File: src/include/fbc_defines.svh
// Constants of the flyback mode and protection controller.
// Assumes a 200 MHz core clock; all clock-cycle counts but the valley timeout derive from it.
`ifndef FBC_DEFINES_SVH
`define FBC_DEFINES_SVH

// Clock and times in their own units
`define FBC_CLK_MHZ          200
`define FBC_LEB_NS           350
`define FBC_DEM_SAMPLE_US    3
`define FBC_OLP_MS           45
`define FBC_BNO_MS           60
`define FBC_FSW_KHZ          65
`define FBC_DUTY_MAX_PCT     64

// Derived cycle counts (least times round up)
`define FBC_LEB_CYC          ((`FBC_LEB_NS * `FBC_CLK_MHZ + 999) / 1000)
`define FBC_DEM_SAMPLE_CYC   (`FBC_DEM_SAMPLE_US * `FBC_CLK_MHZ)
`define FBC_OLP_CYC          (`FBC_OLP_MS * 1000 * `FBC_CLK_MHZ)
`define FBC_BNO_CYC          (`FBC_BNO_MS * 1000 * `FBC_CLK_MHZ)
`define FBC_PERIOD_CYC       (`FBC_CLK_MHZ * 1000 / `FBC_FSW_KHZ)
`define FBC_MAX_ON_CYC       (`FBC_PERIOD_CYC * `FBC_DUTY_MAX_PCT / 100)
`define FBC_VALLEY_TMO_CYC   600

// Debounce in switching cycles
`define FBC_BNI_CYCLES       7
`define FBC_LNO_CYCLES       7
`define FBC_OVP_CYCLES       7

// Register offsets
`define FBC_REG_CTRL         12'h000
`define FBC_REG_STATUS       12'h004
`define FBC_REG_EVENT        12'h008

// Control fields and reset value
`define FBC_CTRL_EN_BIT      0
`define FBC_CTRL_UVP_BIT     1
`define FBC_CTRL_RST         32'h0000_0001

// Event bit positions
`define FBC_EV_VCC_OVP       0
`define FBC_EV_OTP           1
`define FBC_EV_OLP           2
`define FBC_EV_LNO           3
`define FBC_EV_BNO           4
`define FBC_EV_OVP           5
`define FBC_EV_UVP           6
`define FBC_EV_OCP           7

`endif

File: src/include/fbc_pkg.sv
// Types of the flyback mode and protection controller.
// Assumes the defines header carries all numbers.
package fbc_pkg;

	// Gate sequencer states
	typedef enum logic [1:0] {
		ST_OFF    = 2'b00,
		ST_ON     = 2'b01,
		ST_VALLEY = 2'b10
	} fbc_state_e;

	typedef logic [11:0] fbc_cnt_t;

endpackage : fbc_pkg

File: src/include/fbc_qual_if.sv
// Link between the controller and one debounce qualifier.
// Assumes both ends share the controller clock.
`timescale 1ns/1ps
interface fbc_qual_if;
	logic cond;
	logic tick;
	logic qual;

	modport user (output cond, output tick, input qual);
	modport qual_end (input cond, input tick, output qual);
endinterface : fbc_qual_if

File: src/rtl/fbc_top.sv
// Flyback gate sequencer with burst mode and protections, APB registers.
// Assumes comparator flags are synchronous to CLK_IN and APB is a proper master.
`timescale 1ns/1ps
`include "fbc_defines.svh"
module fbc_top
	import fbc_pkg::*;
#(
	parameter int OLP_CYC = `FBC_OLP_CYC,
	parameter int BNO_CYC = `FBC_BNO_CYC,
	parameter int PERIOD_CYC = `FBC_PERIOD_CYC
) (
	// Clock and reset
	input  wire logic        CLK_IN,
	input  wire logic        SYS_RST_IN,
	// APB slave
	input  wire logic        PSEL_IN,
	input  wire logic        PENABLE_IN,
	input  wire logic        PWRITE_IN,
	input  wire logic [11:0] PADDR_IN,
	input  wire logic [31:0] PWDATA_IN,
	output logic      [31:0] PRDATA_OUT,
	output logic             PREADY_OUT,
	output logic             PSLVERR_OUT,
	// Feedback comparators
	input  wire logic        FB_BELOW_ENTRY_IN,
	input  wire logic        FB_ABOVE_EXIT_IN,
	input  wire logic        FB_ABOVE_OLP_IN,
	// Supply, temperature and current sense
	input  wire logic        VCC_OVP_IN,
	input  wire logic        OTP_IN,
	input  wire logic        CS_LIMIT_IN,
	// Demag pin comparators
	input  wire logic        DEMAG_DONE_IN,
	input  wire logic        VALLEY_IN,
	input  wire logic        LINE_ABOVE_BNI_IN,
	input  wire logic        LINE_BELOW_BNO_IN,
	input  wire logic        LINE_ABOVE_LNO_IN,
	input  wire logic        DEM_ABOVE_OVP_IN,
	input  wire logic        DEM_BELOW_UVP_IN,
	// Gate drive
	output logic             GATE_OUT
);

	localparam fbc_cnt_t LEB    = 12'(`FBC_LEB_CYC);
	localparam fbc_cnt_t PERIOD = 12'(PERIOD_CYC);
	localparam fbc_cnt_t MAX_ON = 12'(PERIOD_CYC * `FBC_DUTY_MAX_PCT / 100);
	localparam fbc_cnt_t DEM_SP = 12'(`FBC_DEM_SAMPLE_CYC);
	localparam fbc_cnt_t VTMO   = 12'(`FBC_VALLEY_TMO_CYC);

	fbc_state_e  state;
	fbc_state_e  next_state;
	fbc_cnt_t    cyc_cnt;
	fbc_cnt_t    on_cnt;
	fbc_cnt_t    wait_cnt;
	fbc_cnt_t    dem_cnt;
	logic        dem_arm;
	logic        dem_tick;
	logic        dcm;
	logic        burst;
	logic        brown_in;
	logic        bno_low;
	logic        uvp;
	logic        run_ok;
	logic        period_tick;
	logic        turn_off;
	logic        line_tick;
	logic        ocp_hit;
	logic [31:0] ctrl;
	logic [7:0]  events;
	logic [7:0]  ev_set;
	logic        wr_en;
	logic        rd_setup;
	logic        addr_ok;

	fbc_qual_if q_bni ();
	fbc_qual_if q_bno ();
	fbc_qual_if q_lno ();
	fbc_qual_if q_ovp ();
	fbc_qual_if q_olp ();

	// Everything that must keep the gate low
	assign run_ok = ctrl[`FBC_CTRL_EN_BIT] && !burst && !VCC_OVP_IN
		&& !OTP_IN && !q_olp.qual && brown_in && !q_lno.qual
		&& !q_ovp.qual && !(ctrl[`FBC_CTRL_UVP_BIT] && uvp);

	assign period_tick = (cyc_cnt == PERIOD - 12'h001);
	assign ocp_hit     = (on_cnt >= LEB) && CS_LIMIT_IN;
	assign turn_off    = (state == ST_ON) && (next_state != ST_ON);

	// Gate sequencer; blanking hides the turn-on spike from the limiter
	always_comb begin
		next_state = state;
		unique case (state)
			ST_OFF: begin
				if (period_tick && run_ok)
					next_state = dcm ? ST_VALLEY : ST_ON;
			end
			ST_ON: begin
				if (!run_ok || ocp_hit || on_cnt >= MAX_ON - 12'h001)
					next_state = ST_OFF;
			end
			ST_VALLEY: begin
				if (!run_ok)
					next_state = ST_OFF;
				else if (VALLEY_IN || wait_cnt >= VTMO)
					next_state = ST_ON;
			end
			default: next_state = ST_OFF;
		endcase
	end

	// State and registered gate
	always_ff @(posedge CLK_IN or posedge SYS_RST_IN) begin
		if (SYS_RST_IN) begin
			state    <= ST_OFF;
			GATE_OUT <= 1'b0;
		end else begin
			state    <= next_state;
			GATE_OUT <= (next_state == ST_ON);
		end
	end

	// Period restarts at each turn-on, free runs while idle
	always_ff @(posedge CLK_IN or posedge SYS_RST_IN) begin
		if (SYS_RST_IN)
			cyc_cnt <= '0;
		else if ((state != ST_ON && next_state == ST_ON) || period_tick)
			cyc_cnt <= '0;
		else
			cyc_cnt <= cyc_cnt + 12'h001;
	end

	// On-time and valley wait counters
	always_ff @(posedge CLK_IN or posedge SYS_RST_IN) begin
		if (SYS_RST_IN) begin
			on_cnt   <= '0;
			wait_cnt <= '0;
		end else begin
			on_cnt   <= (next_state == ST_ON && state == ST_ON) ? on_cnt + 12'h001 : '0;
			wait_cnt <= (state == ST_VALLEY) ? wait_cnt + 12'h001 : '0;
		end
	end

	// Demag completion during off-time marks DCM
	always_ff @(posedge CLK_IN or posedge SYS_RST_IN) begin
		if (SYS_RST_IN)
			dcm <= 1'b0;
		else if (next_state == ST_ON && state != ST_ON)
			dcm <= 1'b0;
		else if (state != ST_ON && DEMAG_DONE_IN)
			dcm <= 1'b1;
	end

	// Burst hysteresis between entry and exit levels
	always_ff @(posedge CLK_IN or posedge SYS_RST_IN) begin
		if (SYS_RST_IN)
			burst <= 1'b0;
		else if (burst && FB_ABOVE_EXIT_IN)
			burst <= 1'b0;
		else if (FB_BELOW_ENTRY_IN)
			burst <= 1'b1;
	end

	// Demag sample timer; a new turn-on abandons a pending sample
	always_ff @(posedge CLK_IN or posedge SYS_RST_IN) begin
		if (SYS_RST_IN) begin
			dem_arm <= 1'b0;
			dem_cnt <= '0;
		end else if (turn_off) begin
			dem_arm <= 1'b1;
			dem_cnt <= '0;
		end else if (dem_arm) begin
			dem_cnt <= dem_cnt + 12'h001;
			if (dem_tick || next_state == ST_ON)
				dem_arm <= 1'b0;
		end
	end

	assign dem_tick = dem_arm && (dem_cnt == DEM_SP - 12'h001);

	// Under-voltage from the same sample, re-probed at idle period ends while set
	always_ff @(posedge CLK_IN or posedge SYS_RST_IN) begin
		if (SYS_RST_IN)
			uvp <= 1'b0;
		else if (dem_tick)
			uvp <= DEM_BELOW_UVP_IN;
		else if (uvp && period_tick && !dem_arm && state != ST_ON)
			uvp <= DEM_BELOW_UVP_IN;
	end

	// Line current taken at end of each on-time; probe ticks until brown-in
	assign line_tick = turn_off || (!brown_in && period_tick);

	// Brown-out level is held between line samples
	always_ff @(posedge CLK_IN or posedge SYS_RST_IN) begin
		if (SYS_RST_IN)
			bno_low <= 1'b0;
		else if (line_tick && brown_in)
			bno_low <= LINE_BELOW_BNO_IN;
		else if (!brown_in)
			bno_low <= 1'b0; // Stale sample would trip a fresh brown-in
	end

	// Brown-in set and brown-out clear
	always_ff @(posedge CLK_IN or posedge SYS_RST_IN) begin
		if (SYS_RST_IN)
			brown_in <= 1'b0;
		else if (q_bno.qual)
			brown_in <= 1'b0;
		else if (q_bni.qual)
			brown_in <= 1'b1;
	end

	// Qualifier hookups
	// Run cleared while browned-in, so recovery needs a fresh run
	assign q_bni.cond = LINE_ABOVE_BNI_IN && !brown_in;
	assign q_bni.tick = line_tick || brown_in;
	assign q_bno.cond = bno_low && brown_in;
	assign q_bno.tick = 1'b1;
	assign q_lno.cond = LINE_ABOVE_LNO_IN;
	// A tripped qualifier is probed at period ends, else it could never clear
	assign q_lno.tick = line_tick || (q_lno.qual && period_tick);
	assign q_ovp.cond = DEM_ABOVE_OVP_IN;
	assign q_ovp.tick = dem_tick || (q_ovp.qual && period_tick);
	assign q_olp.cond = FB_ABOVE_OLP_IN;
	assign q_olp.tick = 1'b1;

	fbc_qual #(.CW(4), .LIMIT(24'(`FBC_BNI_CYCLES + 1))) u_bni (
		.clk_in (CLK_IN),
		.rst_in (SYS_RST_IN),
		.q      (q_bni)
	);
	fbc_qual #(.CW(24), .LIMIT(24'(BNO_CYC))) u_bno (
		.clk_in (CLK_IN),
		.rst_in (SYS_RST_IN),
		.q      (q_bno)
	);
	fbc_qual #(.CW(4), .LIMIT(24'(`FBC_LNO_CYCLES + 1))) u_lno (
		.clk_in (CLK_IN),
		.rst_in (SYS_RST_IN),
		.q      (q_lno)
	);
	fbc_qual #(.CW(4), .LIMIT(24'(`FBC_OVP_CYCLES))) u_ovp (
		.clk_in (CLK_IN),
		.rst_in (SYS_RST_IN),
		.q      (q_ovp)
	);
	fbc_qual #(.CW(24), .LIMIT(24'(OLP_CYC))) u_olp (
		.clk_in (CLK_IN),
		.rst_in (SYS_RST_IN),
		.q      (q_olp)
	);

	// APB decode; zero wait states
	assign wr_en       = PSEL_IN && PENABLE_IN && PWRITE_IN;
	assign rd_setup    = PSEL_IN && !PENABLE_IN && !PWRITE_IN;
	assign addr_ok     = (PADDR_IN == `FBC_REG_CTRL) || (PADDR_IN == `FBC_REG_STATUS)
		|| (PADDR_IN == `FBC_REG_EVENT);
	assign PREADY_OUT  = 1'b1;
	assign PSLVERR_OUT = PSEL_IN && PENABLE_IN && !addr_ok;

	// Control register steers enable and the under-voltage shutdown
	always_ff @(posedge CLK_IN or posedge SYS_RST_IN) begin
		if (SYS_RST_IN)
			ctrl <= `FBC_CTRL_RST;
		else if (wr_en && PADDR_IN == `FBC_REG_CTRL)
			ctrl <= {30'h0, PWDATA_IN[1:0]};
	end

	// Sticky events; hardware set wins over a write-one clear
	always_comb begin
		ev_set = 8'h00;
		ev_set[`FBC_EV_VCC_OVP] = VCC_OVP_IN;
		ev_set[`FBC_EV_OTP]     = OTP_IN;
		ev_set[`FBC_EV_OLP]     = q_olp.qual;
		ev_set[`FBC_EV_LNO]     = q_lno.qual;
		ev_set[`FBC_EV_BNO]     = q_bno.qual;
		ev_set[`FBC_EV_OVP]     = q_ovp.qual;
		ev_set[`FBC_EV_UVP]     = uvp;
		ev_set[`FBC_EV_OCP]     = (state == ST_ON) && ocp_hit;
	end

	always_ff @(posedge CLK_IN or posedge SYS_RST_IN) begin
		if (SYS_RST_IN)
			events <= 8'h00;
		else if (wr_en && PADDR_IN == `FBC_REG_EVENT)
			events <= (events & ~PWDATA_IN[7:0]) | ev_set;
		else
			events <= events | ev_set;
	end

	// Read data registered in the setup cycle, valid in the access cycle
	always_ff @(posedge CLK_IN or posedge SYS_RST_IN) begin
		if (SYS_RST_IN)
			PRDATA_OUT <= 32'h0;
		else if (rd_setup) begin
			unique case (PADDR_IN)
				`FBC_REG_CTRL:   PRDATA_OUT <= ctrl;
				`FBC_REG_STATUS: PRDATA_OUT <= {22'h0, state, uvp, q_ovp.qual, q_lno.qual,
					q_olp.qual, brown_in, dcm, burst, GATE_OUT};
				`FBC_REG_EVENT:  PRDATA_OUT <= {24'h0, events};
				default:         PRDATA_OUT <= 32'h0;
			endcase
		end
	end

	a_burst_gate: assert property (@(posedge CLK_IN) disable iff (SYS_RST_IN)
		burst |=> !GATE_OUT)
		else $error("gate high during burst idle");

	a_burst_exit: assert property (@(posedge CLK_IN) disable iff (SYS_RST_IN)
		(burst && !FB_ABOVE_EXIT_IN) |=> burst)
		else $error("burst left below exit level");

	a_vcc_halt: assert property (@(posedge CLK_IN) disable iff (SYS_RST_IN)
		VCC_OVP_IN |=> !GATE_OUT)
		else $error("gate high during supply over-voltage");

	a_otp_halt: assert property (@(posedge CLK_IN) disable iff (SYS_RST_IN)
		OTP_IN |=> !GATE_OUT)
		else $error("gate high during over-temperature");

	a_olp_short: assert property (@(posedge CLK_IN) disable iff (SYS_RST_IN)
		!FB_ABOVE_OLP_IN |=> !q_olp.qual)
		else $error("overload kept after short excursion");

	a_leb_mask: assert property (@(posedge CLK_IN) disable iff (SYS_RST_IN)
		(state == ST_ON && on_cnt < LEB - 12'h001 && run_ok) |=> state == ST_ON)
		else $error("on-time ended inside blanking");

	a_ocp_end: assert property (@(posedge CLK_IN) disable iff (SYS_RST_IN)
		(state == ST_ON && on_cnt >= LEB && CS_LIMIT_IN) |=> !GATE_OUT)
		else $error("current limit did not end on-time");

	a_valley_on: assert property (@(posedge CLK_IN) disable iff (SYS_RST_IN)
		(state == ST_VALLEY && VALLEY_IN && run_ok) |=> GATE_OUT)
		else $error("no turn-on at valley");

	a_prot_low: assert property (@(posedge CLK_IN) disable iff (SYS_RST_IN)
		(q_lno.qual || q_ovp.qual || q_olp.qual || !brown_in) |=> !GATE_OUT)
		else $error("gate high while protected");

	a_line_gate: assert property (@(posedge CLK_IN) disable iff (SYS_RST_IN)
		(line_tick && brown_in) |-> state == ST_ON)
		else $error("line current taken with gate off");

endmodule : fbc_top

File: src/rtl/fbc_qual.sv
// Consecutive-tick debounce qualifier.
// Assumes tick and cond are synchronous single-clock signals.
`timescale 1ns/1ps
module fbc_qual #(
	parameter int          CW    = 24,
	parameter logic [23:0] LIMIT = 24'h000007
) (
	// Clock and reset
	input  wire logic  clk_in,
	input  wire logic  rst_in,
	// Condition in, qualified level out
	fbc_qual_if.qual_end q
);

	logic [CW-1:0] cnt;
	logic [CW-1:0] next_cnt;
	logic [CW-1:0] lim;

	assign lim = LIMIT[CW-1:0];

	// Any tick without the condition restarts the run
	always_comb begin
		next_cnt = cnt;
		if (q.tick) begin
			if (!q.cond)
				next_cnt = '0;
			else if (cnt != lim)
				next_cnt = cnt + 1'b1;
		end
	end

	// Counter saturates so qual stays high while the run lasts
	always_ff @(posedge clk_in or posedge rst_in) begin
		if (rst_in) begin
			cnt    <= '0;
			q.qual <= 1'b0;
		end else begin
			cnt    <= next_cnt;
			q.qual <= (next_cnt == lim);
		end
	end

	a_qual_run: assert property (@(posedge clk_in) disable iff (rst_in)
		$rose(q.qual) |-> (cnt == lim) && $past(q.cond))
		else $error("qualifier rose before its full run");

	a_qual_drop: assert property (@(posedge clk_in) disable iff (rst_in)
		(q.tick && !q.cond) |=> !q.qual)
		else $error("qualifier held after condition cleared");

endmodule : fbc_qual

File: config.mk
export PLATFORM = sky130hd
export DESIGN_NAME = fbc_top
export DESIGN_NICKNAME = d
export VERILOG_FILES = /design/src/include/fbc_pkg.sv /design/src/include/fbc_qual_if.sv /design/src/rtl/fbc_top.sv /design/src/rtl/fbc_qual.sv
export VERILOG_INCLUDE_DIRS = /design/src /design/src/include
export SDC_FILE = /design/constraint.sdc
export NUM_CORES = 1
export LEC_CHECK = 0
export ABC_CLOCK_PERIOD_IN_PS = 7100
export BUFFER_PORTS_ARGS = -buffer_cell sky130_fd_sc_hd__buf_2
export CORE_UTILIZATION = 40
export CTS_CLUSTER_DIAMETER = 60
export DETAILED_ROUTE_END_ITERATION = 12
export SYNTH_ARGS = -nofsm -noshare
export SYNTH_HDL_FRONTEND = slang
export SYNTH_SLANG_ARGS = --single-unit
File: constraint.sdc
create_clock -name CLK_IN -period 7.1 [get_ports CLK_IN]
set_input_delay 0.71 -clock CLK_IN [delete_from_list [all_inputs] [get_ports CLK_IN]]
set_output_delay 0.71 -clock CLK_IN [all_outputs]
set_load 0.005 [all_outputs]
After elaboration in Yosys (flattened, before gate mapping)
Index checks and enable logic that the tools add are counted.
{"block": "op_classes", "addsub": 9, "eq_ne": 20, "order_cmp": 3, "reduce_logical": 65, "multipliers": 0, "bitwise": 4, "div_mod_pow": 0, "shifts": 0, "mux": 39}
{"operator": "2-to-1 mux 24 bit", "count": 4}
{"operator": "2-to-1 mux 12 bit", "count": 5}
{"operator": "adder 12 x 1 -> 12 bit (second input constant)", "count": 4}
{"operator": "adder 24 x 1 -> 24 bit (second input constant)", "count": 2}
{"operator": "equality test 24 bit (second input constant)", "count": 2}
{"operator": "inequality test 24 bit (second input constant)", "count": 2}
{"operator": "2-to-1 mux 4 bit", "count": 9}
{"operator": "logical AND 1 bit", "count": 34}
{"operator": "case mux 10 bit (3 select lines)", "count": 1}
{"operator": "bitwise OR 8 bit", "count": 2}
{"operator": "zero test 1 bit", "count": 13}
{"operator": "2-to-1 mux 1 bit", "count": 13}
{"operator": "adder 4 x 1 -> 4 bit (second input constant)", "count": 3}
{"operator": "equality test 12 x 10 -> 1 bit (second input constant)", "count": 1}
{"operator": "equality test 12 bit (second input constant)", "count": 1}
{"operator": "equality test 12 x 3 -> 1 bit (second input constant)", "count": 1}
{"operator": "equality test 12 x 4 -> 1 bit (second input constant)", "count": 1}
{"operator": "greater-or-equal comparator 12 x 10 -> 1 bit (second input constant)", "count": 1}
{"operator": "greater-or-equal comparator 12 x 11 -> 1 bit (second input constant)", "count": 1}
{"operator": "greater-or-equal comparator 12 x 7 -> 1 bit (second input constant)", "count": 1}
{"operator": "zero test 12 bit", "count": 1}
{"operator": "logical OR 1 bit", "count": 11}
{"operator": "2-to-1 mux 2 bit", "count": 5}
{"operator": "nonzero test 2 bit", "count": 5}
{"operator": "other kinds (12)", "count": 17}
{"block": "totals", "elab_cells": 165, "regBits": 164, "mem_bits_rw": 0, "latch_bits": 0, "in_bits": 62, "mem_count": 0, "rom_bits": 0}

Logic depth before layout (Yosys ltp)
Gate-level depths: netlist of the first run.
{"block": "depth", "ltp_word": 20, "depth_mapped": 10, "ltp_nobuf": 9}

Hierarchy
From an unflattened synthesis of the first run, not the netlist that was laid out.
{"block": "hier_totals", "cells_unflattened": 890, "hier_area_um2": 8311.7}
{"module": "fbc_top", "cells_per_inst": 384, "area_each_um2": 3798.6, "n_inst": 1}
{"module": "fbc_qual (u_bno)", "cells_per_inst": 214, "area_each_um2": 1836.8, "n_inst": 1}
{"module": "fbc_qual (u_olp)", "cells_per_inst": 193, "area_each_um2": 1680.4, "n_inst": 1}
{"module": "fbc_qual (u_bni ...)", "cells_per_inst": 37, "area_each_um2": 349.1, "n_inst": 2}
{"module": "fbc_qual (u_ovp)", "cells_per_inst": 25, "area_each_um2": 297.8, "n_inst": 1}

Worst setup path before layout of the first run
Ideal clock, no wire load.
{"block": "synth_timing", "path_kind": "input port to flip-flop", "from": "input port VCC_OVP_IN", "to": "register cyc_cnt[4]", "arrival_ns": 2.236, "setup_slack_ns": 4.746, "required_time_ns": 6.981, "setup_ns": 0.119, "stages": 7, "cell_sequence": "or4b_2 > nor3_1 > nand2_1 > o32ai_1 > or2_1 > buf_4 > nor2_1"}
{"block": "synth_via", "elab_chain_cells": 17, "elab_cells_between_ends": 20}
{"item": "start: declaration", "line_no": "fbc_top.sv:29", "text": "input wire logic VCC_OVP_IN,"}
{"item": "zero test 1 bit (*)", "line_no": "fbc_top.sv:82", "text": "assign run_ok = ctrl[`FBC_CTRL_EN_BIT] && !burst && !VCC_OVP_IN"}
{"item": "logical AND 1 bit (*) (7 in series)", "line_no": "fbc_top.sv:82"}
{"item": "zero test 1 bit"}
{"item": "logical OR 1 bit (2 in series)", "line_no": "fbc_top.sv:99", "text": "if (!run_ok || ocp_hit || on_cnt >= MAX_ON - 12'h001)"}
{"item": "2-to-1 mux 2 bit", "line_no": "fbc_top.sv:99"}
{"item": "case mux 2 bit (3 select lines) (*)", "line_no": "fbc_top.sv:93", "text": "unique case (state)"}
{"item": "equality test 2 x 1 -> 1 bit (*)", "line_no": "fbc_top.sv:127", "text": "else if ((state != ST_ON && next_state == ST_ON) || period_tick)"}
{"item": "logical AND 1 bit (*)", "line_no": "fbc_top.sv:127"}
{"item": "logical OR 1 bit (*)", "line_no": "fbc_top.sv:127"}
{"item": "2-to-1 mux 12 bit (*)", "line_no": "fbc_top.sv:127"}
{"item": "end signal: assignment", "line_no": "fbc_top.sv:130", "text": "cyc_cnt <= cyc_cnt + 12'h001;"}
{"item": "end: declaration", "line_no": "fbc_top.sv:52", "text": "fbc_cnt_t cyc_cnt;"}
Mark *: on every way between the ends. The rest lies on a longest branch, timed or not.
A chain may end at the register's enable or synchronous reset.

Final worst setup path of the first run
{"block": "layout_timing", "from": "register u_olp.cnt[0]", "to": "register u_olp.q.qual"}
{"block": "layout_via", "elab_chain_cells": 4, "elab_cells_between_ends": 5}
{"item": "start: declaration", "line_no": "fbc_qual.sv:15", "text": "logic [CW-1:0] cnt;"}
{"item": "start signal: assignment", "line_no": "fbc_qual.sv:38", "text": "cnt <= next_cnt;"}
{"item": "adder 24 x 1 -> 24 bit or inequality test 24 bit (tied branches)", "line_no": "fbc_qual.sv:28, fbc_qual.sv:27"}
{"item": "2-to-1 mux 24 bit (*)", "line_no": "fbc_qual.sv:27", "text": "else if (cnt != lim)"}
{"item": "2-to-1 mux 24 bit (*)", "line_no": "fbc_qual.sv:25", "text": "if (!q.cond)"}
{"item": "equality test 24 bit (*)", "line_no": "fbc_qual.sv:39", "text": "q.qual <= (next_cnt == lim);"}
{"item": "end signal: assignment", "line_no": "fbc_qual.sv:39"}
{"item": "end: declaration", "line_no": "fbc_qual_if.sv:10", "text": "modport qual_end (input cond, input tick, output qual);"}
Marked as above.

==> results of run 1 <==
synthesized netlist by cell type (4+ instances only):
master,count,area [um2]
sky130_fd_sc_hd__nor4b_1,11,96.3
sky130_fd_sc_hd__inv_1,31,116
sky130_fd_sc_hd__nor4_1,8,50.1
sky130_fd_sc_hd__nor3b_1,4,30.0
sky130_fd_sc_hd__a21oi_1,12,60.1
sky130_fd_sc_hd__nor2b_1,8,50.1
sky130_fd_sc_hd__a32o_1,4,40.0
sky130_fd_sc_hd__buf_2,8,40.0
sky130_fd_sc_hd__nor2_1,106,398
sky130_fd_sc_hd__mux2i_1,10,100
sky130_fd_sc_hd__clkbuf_1,13,48.8
sky130_fd_sc_hd__nor3_1,14,70.1
sky130_fd_sc_hd__nand2b_1,9,56.3
sky130_fd_sc_hd__nand3_1,39,195
sky130_fd_sc_hd__xor2_1,40,350
sky130_fd_sc_hd__xnor2_1,44,385
sky130_fd_sc_hd__nand2_1,75,282
sky130_fd_sc_hd__a21o_1,9,67.6
sky130_fd_sc_hd__and2_1,20,125
sky130_fd_sc_hd__buf_4,24,180
sky130_fd_sc_hd__or3_1,4,25.0
sky130_fd_sc_hd__and4_1,4,35.0
sky130_fd_sc_hd__and3_1,16,100
sky130_fd_sc_hd__a22oi_1,7,52.6
sky130_fd_sc_hd__o21ai_0,22,110
sky130_fd_sc_hd__ha_1,15,188
sky130_fd_sc_hd__nand4_1,25,156
sky130_fd_sc_hd__mux2_2,4,45.0
sky130_fd_sc_hd__dfrtp_1,141,3530
path summary, 6_finish.rpt:
path	start	end	slack, ns
min in group asynchronous	SYS_RST_IN	u_olp.cnt[0]	0.46
max in group asynchronous	SYS_RST_IN	dem_cnt[3]	5.48
setup / recovery	u_olp.cnt[0]	u_olp.q.qual	4.41
hold reg to reg	u_bno.q.qual	brown_in	0.44
hold / removal	u_bno.q.qual	brown_in	0.44
setup reg to reg	u_olp.cnt[0]	u_olp.q.qual	4.41
worst max-delay path, delay by kind of cell (launching register included):
family	cells	cell delay, ns
DFF	1	0.43
buffers and inverters	1	0.10
adders and majority gates	1	0.15
muxes	1	0.38
and+or+nand+nor	5	1.13
AOI/OAI and AO/OA	1	0.42
sequential cells by signal (all words and copies together), names as in the netlist, 8 cells and up:
signal,cells
wait_cnt,12
on_cnt,12
cyc_cnt,12
u_bno.cnt,24
u_olp.cnt,24
dem_cnt,12
events,8
PRDATA_OUT,10
cell families (layout without fill, tap and decap cells):
group                      after synthesis  in the layout  synth area share (%)
buffers and inverters                   80            115                  5.51
AOI/OAI and AO/OA                       84             84                  7.72
muxes                                   14             14                  1.88
adders and majority gates               15             15                  2.43
other                                    2             25                0.0974
DFF                                    142            142                  46.1
and+or+nand+nor                        377            377                  26.7
xor gates and xnor gates                84             84                  9.54
cells in the final DEF (no fill, tap or decap), drive strengths merged, types with 4 or more instances in the layout:
master and instances:
ha 15, and2 20, a22oi 7, clkbuf 17
clkinv 4, or3 4, dfrtp 141, xor2 40
nor4b 15, mux2i 10, o21ai 22, nor4 14
a32o 5, nand4 27, or2 5, buf 52
nor3 15, a21oi 13, and4 4, nor2b 8
nand2 75, conb 24, mux2 4, a21o 9
and3 16, nand3 40, xnor2 44, nand2b 9
nor3b 4, nor2 107, inv 41
layout make-up:
| class | count | area [um2] | share of cell area, % |
|---|---|---|---|
| timing repair buffer | 52 | 268 | 3.09 |
| clock buffer | 17 | 425 | 4.92 |
| clock inverter | 15 | 141 | 1.63 |
| multi-input combinational | 598 | 3820 | 44.1 |
| sequential | 142 | 3550 | 41.1 |
| tap | 260 | 325 | 3.76 |
| inverter | 31 | 121 | 1.40 |
| antenna | 1 | 2.50 | 0.0289 |
power breakdown:
| part | total, mW | leakage (nW) | switching, mW | internal [mW] |
|---|---|---|---|---|
| Clock | 0.854 | 0.280 | 0.388 | 0.466 |
| Sequential | 0.815 | 1.92 | 0.00316 | 0.811 |
| Combinational | 0.0477 | 1.64 | 0.0325 | 0.0152 |
stage by stage:
stage	instances	area [um2]
2_1_floorplan	820	7800
3_3_place_gp	1083	8090
3_5_place_dp	1083	8090
4_1_cts	1115	8650
5_1_grt	1115	8650
6_report	1116	8650
metal layers:
| layer | share of wire (%) | up-vias |
|---|---|---|
| met2 | 45 | 87 |
| met1 | 50 | 2647 |
| li1 | - | 2805 |
| met5 | 0 | - |
| met4 | 0.94 | 0 |
| met3 | 4.1 | 10 |
==> results.md, run 1 <==
- Result of the run: finished, final reports clean
- Setup Buffers After CTS: 0
- Clock transition time at the flip-flop clock pins of the worst setup and hold paths: roughly 0.070 ns
- Die Y-Extent: approximately 140 um
- Hold crit path type: flop to flop
- Share of cells above drive strength 1: 13.6%
- Arrival time worst endpoint: ~3.0 ns
- Worst-path cell with the longest stage delay: sky130_fd_sc_hd__dfrtp_1
- CTS sink cnt: approximately 140
- Dominant register cell in the synthesized netlist: sky130_fd_sc_hd__dfrtp_1
- Max-slew headroom at the worst pin: roughly 34%
- Final setup fails: 0
- Number of vias in the routed layout: around 5,500
- Unrepaired setup endpoints after global routing: false
- Vias in the first global route: around 5,400
- Post-layout total power: around 1.7 mW
- Worst Slack Setup Final: about 4.4 ns
- Cell area after synthesis: roughly 7700 um2
- Initial core utilization: about 41%
- Detailed Route Iter0 Violations: ~220
- Post-Syn Instances: approximately 800
- Required time of the critical path: around 7.4 ns
- Maximum number of buffers from clock root to sink: 2
- Final layout net count: roughly 920
- Post-synthesis async set-or-reset flop share: 100%
- Endpoint class of the critical path: flop
- Post-synth EDFFs: 0
- Post_cts resized: 0
- Row Count: 50
- Total congestion overflow after global routing: 0
- Half-perimeter wire length after placement: 9950 um
- Worst Tran Pin Value: approximately 0.99 ns
- Total power density per cell area: just under 200 nW/um2
- Max-cap violations: 0
- Worst Hold Depth: 1
- Gp weighted congestion: 0.772
- Count of yosys warnings during synthesis: 0
- Total of fill cells in the finished design: between 1,500 and 2,000
- Leakage Power: 3.84 nW
- Total routing resource utilization after global routing: between 15 and 20%
- Placeable Area: between 15,000 and 20,000 um2
- DRC violation count after routing: 0
- Wire per inst: around 13 um
- Global-route layer with the greatest usage: met2
- Max Slew Vio Count: 0
- H-tree depth: 4
- Worst hold margin: around 0.44 ns
- Crit path cell chain: inv_1, ha_1, nor4bb_1, nand4_1, nor2_1, mux2_2, a2111oi_0, nand4_1, nor3_2
- Final critical-path share of the clock period: 37.9%
- Clk Latency, worst-skew pair: 0.43 ns
- TritonRoute pass-1 iters: 4
- Number of cell instances on the worst register-to-register path: 9
- Layout-stage area growth over the synthesis result: 12.2%
- Wire length of the first global-routing pass: between 20,000 and 30,000 um
- Global routing met3 resource utilization: under 10%
- Achievable clock frequency: approximately 370 MHz
- Worst setup skew after layout: around 0.012 ns
- Aggregate routed wire length: between 10,000 and 15,000 um
- Post-route setup TNS: 0 ns
- Worst-case setup slack after placement: between 4 and 5 ns
- Worst VDD drop: between 0.1 and 0.15 mV
- Number of synthesized register bits: 142
- CTS tree: built
- Clk Tree Root Cell: sky130_fd_sc_hd__clkbuf_16
- Number of hold buffers added after cts: 0
- Type of the setup path with the least slack: flop to flop
- Antenna violations before repair: 1
- Sort of element at the start of the critical path: flop
- Total CTS buffers: 17
- M2 GR Usage: between 20% and 30%
- Number of I/O port buffers: 49
- Number of distinct library cells after synthesis: 74
- Cell repeated most along the worst path: sky130_fd_sc_hd__nand4_1
- GR met1 Demand/Resource: between 20% and 30%
- Core Util, Final: between 40 and 50%
- Delay contributed by the slowest stage of the critical path: 0.43 ns
- Largest fanout on the critical path: 5
- Sequential cell area fraction in the yosys report: 46.1%
- Fin crit period: approximately 2.7 ns
- Hold Vio Cnt, Final: 0
- Horizontal die dimension: between 100 and 150 um
- Die area: roughly 20,000 um2
- Largest net degree at the start of global routing: a little over 90
- Average cell area after synthesis: 9.67 um2
- Top-level I/O count: between 90 and 100
- Routed vias/inst: between 4 and 5
- Remaining number of nets flagged by the antenna check after routing: 0
Power figures use the tool's default switching activity.
==> run 2: changes to the inputs <==
ABC_AREA = 1   (was unset)
ABC_CLOCK_PERIOD_IN_PS = 2260   (was 7100)
clock period = 2.26 ns   (was 7.1 ns; I/O delays follow)
==> results.md, run 2 <==
- Arrival time worst endpoint: between 2 and 2.5 ns
- Horizontal die dimension: between 100 and 150 um
- Routed vias/inst: 4.75
- Sort of element at the start of the critical path: flop
- Final critical-path share of the clock period: 89.8%
- Delay contributed by the slowest stage of the critical path: about 0.37 ns
- R2r startpoint: on_cnt[0]
- Number of cell instances on the worst register-to-register path: 13
- Total power density per cell area: ~620 nW/um2
- Clock share of power: between 50% and 60%
- Result of the run: finished, final reports clean
- Diodes inserted: 0
- Cell area after synthesis: roughly 8000 um2
- Layout-stage area growth over the synthesis result: 15.1%
- Setup Buffers After CTS: 0
- Row Count: 51
- Remaining number of nets flagged by the antenna check after routing: 0
- Worst Hold Launch: OTP_IN
- Antenna violations before repair: 0
- Aggregate routed wire length: ~17,000 um
- Count of yosys warnings during synthesis: 0
- Die Y-Extent: around 140 um
- Detailed Route Iter0 Violations: approximately 300
- Share of total power consumed by net switching: between 20% and 30%
- Clk Tree Root Cell: sky130_fd_sc_hd__clkbuf_16
- Post-Syn Instances: a little over 1,000
- Clock transition time at the flip-flop clock pins of the worst setup and hold paths: about 0.06 ns
- Worst VDD drop: roughly 0.44 mV
- Dominant register cell in the synthesized netlist: sky130_fd_sc_hd__dfrtp_1
- Sequential cell area fraction in the yosys report: 44.5%
- H-tree depth: 4
- Fin crit period: a little over 2 ns
- Sequential share of power: 44.9%
- Commonest non-fill, non-tap cell in the layout: sky130_fd_sc_hd__nand2_1
- Leading cell types by total area after synthesis: sky130_fd_sc_hd__dfrtp_1 44%, sky130_fd_sc_hd__nand2_1 8.9%, sky130_fd_sc_hd__inv_1 7.8%
- Combinational group share of total power: under 10%
- Final setup fails: 0
- Max-cap violations: 0
- Worst Hold Path EP: events[1]
- Required time of the critical path: about 2.6 ns
- CTS tree: built
- Final layout net count: between 1,000 and 1,500
- Placeable Area: between 15,000 and 20,000 um2
- Crit path cell chain: inv_1, ha_1, nand2_1, nand2_1, o21ai_1, nand3_1, nand2_1, nand3_2, nand3_4, nand3_2, o21ai_1, nand2_1, nor2_1
- Type of the setup path with the least slack: flop to flop
- Half-perimeter wire length after placement: between 10,000 and 15,000 um
- Die area: 20,600 um2
- Post-route setup TNS: 0 ns
- Average cell area after synthesis: a little under 8 um2
- Wire length of the first global-routing pass: 28,400 um
- Clk Latency, worst-skew pair: approximately 0.42 ns
- Worst Hold Depth: 3
- Fraction of synthesized cell area taken by the top area cell type: about 44%
- Endpoint class of the critical path: flop
- Hold crit path type: input pin to flop
- CTS sink cnt: 142
- Cell area after layout: 9210 um2
- Worst setup skew after layout: about 0.0086 ns
- Sw power: 1.19 mW
- Hold Vio Cnt, Final: 0
- Total congestion overflow after global routing: 0
- Number of distinct library cells after synthesis: a little over 50
- Worst-path cell with the longest stage delay: sky130_fd_sc_hd__dfrtp_1
- Commonest cells in the synthesized netlist: 189 x sky130_fd_sc_hd__nand2_1, 166 x sky130_fd_sc_hd__inv_1, 141 x sky130_fd_sc_hd__dfrtp_1
- Standard cell area after detailed placement: 8560 um2
- Share of cells above drive strength 1: 13.6%
- Top-level I/O count: 97
- Cell with the most instances after synthesis: sky130_fd_sc_hd__nand2_1
- Internal reg-to-reg setup slack: approximately 0.23 ns
- Post-synth EDFFs: 0
- Maximum number of buffers from clock root to sink: 2
- Initial core utilization: 40.9%
- Commonest cells after routing, fill and taps aside: 188 x sky130_fd_sc_hd__nand2_1, 165 x sky130_fd_sc_hd__inv_1, 141 x sky130_fd_sc_hd__dfrtp_1
- Largest net degree at the start of global routing: 80
- Number of vias in the routed layout: 6,556
- RR Endpoint: u_lno.q.qual
- Cell type with the highest aggregate area in the netlist: sky130_fd_sc_hd__dfrtp_1
- Max Slew Vio Count: 0
- Achievable clock frequency: between 400 and 500 MHz
- Leakage Power: ~4.5 nW
- Total routing resource utilization after global routing: approximately 17%
- Number of I/O port buffers: 49
- Cell repeated most along the worst path: sky130_fd_sc_hd__nand2_1
- Total placed cells including tap cells: 1,345
- Core Util, Final: a little under half
- Gp weighted congestion: between 0.8 and 0.9
- Largest fanout on the critical path: 8
- Final standard cell count with taps included and fillers excluded: around 1,400
- Wire per inst: 12.1 um
- Internal: approximately 4.5 mW
- Post-synthesis async set-or-reset flop share: between 90% and 100%
- Total of fill cells in the finished design: slightly below 2,000
- DRC violation count after routing: 0
- Top flop regs: u_bno.cnt x24, u_olp.cnt x24
- Total CTS buffers: 17
- Unrepaired setup endpoints after global routing: false
- Vias in the first global route: 6,221
- Number of synthesized register bits: approximately 140
- TritonRoute pass-1 iters: 5
[run 2: cell count changes after synthesis, sizes merged, moves of 18 or more]
cell,before,now
a21oi,13,35
and2,20,1
inv,31,179
nand2,75,197
nand3,40,73
nor2,107,140
nor3,15,44
o21ai,22,40
xnor2,44,8
xor2,40,21
[run 2: worst max-delay path: cells and delay by family, from the launching register on]
kind / cells / cell delay (ns)
AOI/OAI and AO/OA: 2 / 0.38
adders and majority gates: 1 / 0.19
DFF: 1 / 0.37
and+or+nand+nor: 9 / 0.96
buffers and inverters: 1 / 0.06
[run 2: routing by layer]
metal / GRT usage [%] / vias to the layer above / routed length, um
met5: 0 / - / 0
met4: 4.54 / 0 / 136
met3: 3.97 / 10 / 641
met2: 27.5 / 128 / 7430
met1: 24.1 / 3008 / 8500
li1: - / 3410 / -
[run 2: how the worst max path moves through the flow]
stage	start	to	slack [ns]	depth (start not counted)
after floorplan	SYS_RST_IN	GATE_OUT	0.26	1
after global placement	cyc_cnt[0]	cyc_cnt[3]	0.27	8
after detailed placement	cyc_cnt[9]	cyc_cnt[3]	0.22	8
after CTS	on_cnt[0]	u_lno.q.qual	0.21	13
after global routing	u_bno.cnt[0]	u_bno.q.qual	0.06	13
final	on_cnt[0]	u_lno.q.qual	0.23	13
[run 2: layout make-up]
| class | instances | area, um2 | share of cell area [%] |
|---|---|---|---|
| clock buffers | 21 | 460 | 5.00 |
| clock inverters | 11 | 164 | 1.78 |
| inverters | 179 | 676 | 7.34 |
| multi-input cells | 698 | 3640 | 39.5 |
| flip-flops and latches | 142 | 3550 | 38.6 |
| well taps | 265 | 332 | 3.60 |
| repair buffers | 63 | 380 | 4.13 |
[run 2: kinds of logic (layout without fill, tap and decap cells)]
| group | Yosys count | count (layout) | synth area share [%] |
|---|---|---|---|
| AND/OR/NAND/NOR | 521 | 521 | 31.0 |
| buffers and inverters | 212 | 274 | 11.1 |
| flip-flops | 142 | 142 | 44.5 |
| AO/OA/AOI/OAI | 109 | 109 | 7.84 |
| XOR/XNOR | 29 | 29 | 3.18 |
| adder cells (fa/ha/maj) | 15 | 15 | 2.35 |
| other | 2 | 24 | 0.0939 |
[run 2: timing repair]
item                                    CTS  global route
hold endpoints to repair                 14             0
hold buffers                              2             0
resized for setup                         0             2
endpoints found under the setup margin    0             7
[run 2: power groups by stage]
| stage | Combinational, mW | Sequential (mW) | Clock [mW] |
|---|---|---|---|
| after floorplan | 0.134 | 2.61 | 0 |
| after global placement | 0.185 | 2.61 | 0 |
| after detailed placement | 0.186 | 2.61 | 0 |
| after CTS | 0.189 | 2.56 | 3.03 |
| after global routing | 0.218 | 2.56 | 3.14 |
| final | 0.183 | 2.56 | 2.96 |
[run 2: stage by stage]
step / power, mW / hold slack [ns] / setup slack (ns)
after global routing: 5.92 / 0.0251 / 0.0570
after CTS: 5.78 / 0.0139 / 0.208
final: 5.70 / 0.0286 / 0.230
after detailed placement: 2.79 / 0.249 / 0.221
after floorplan: 2.74 / 0.335 / 0.258
after global placement: 2.79 / 0.241 / 0.275
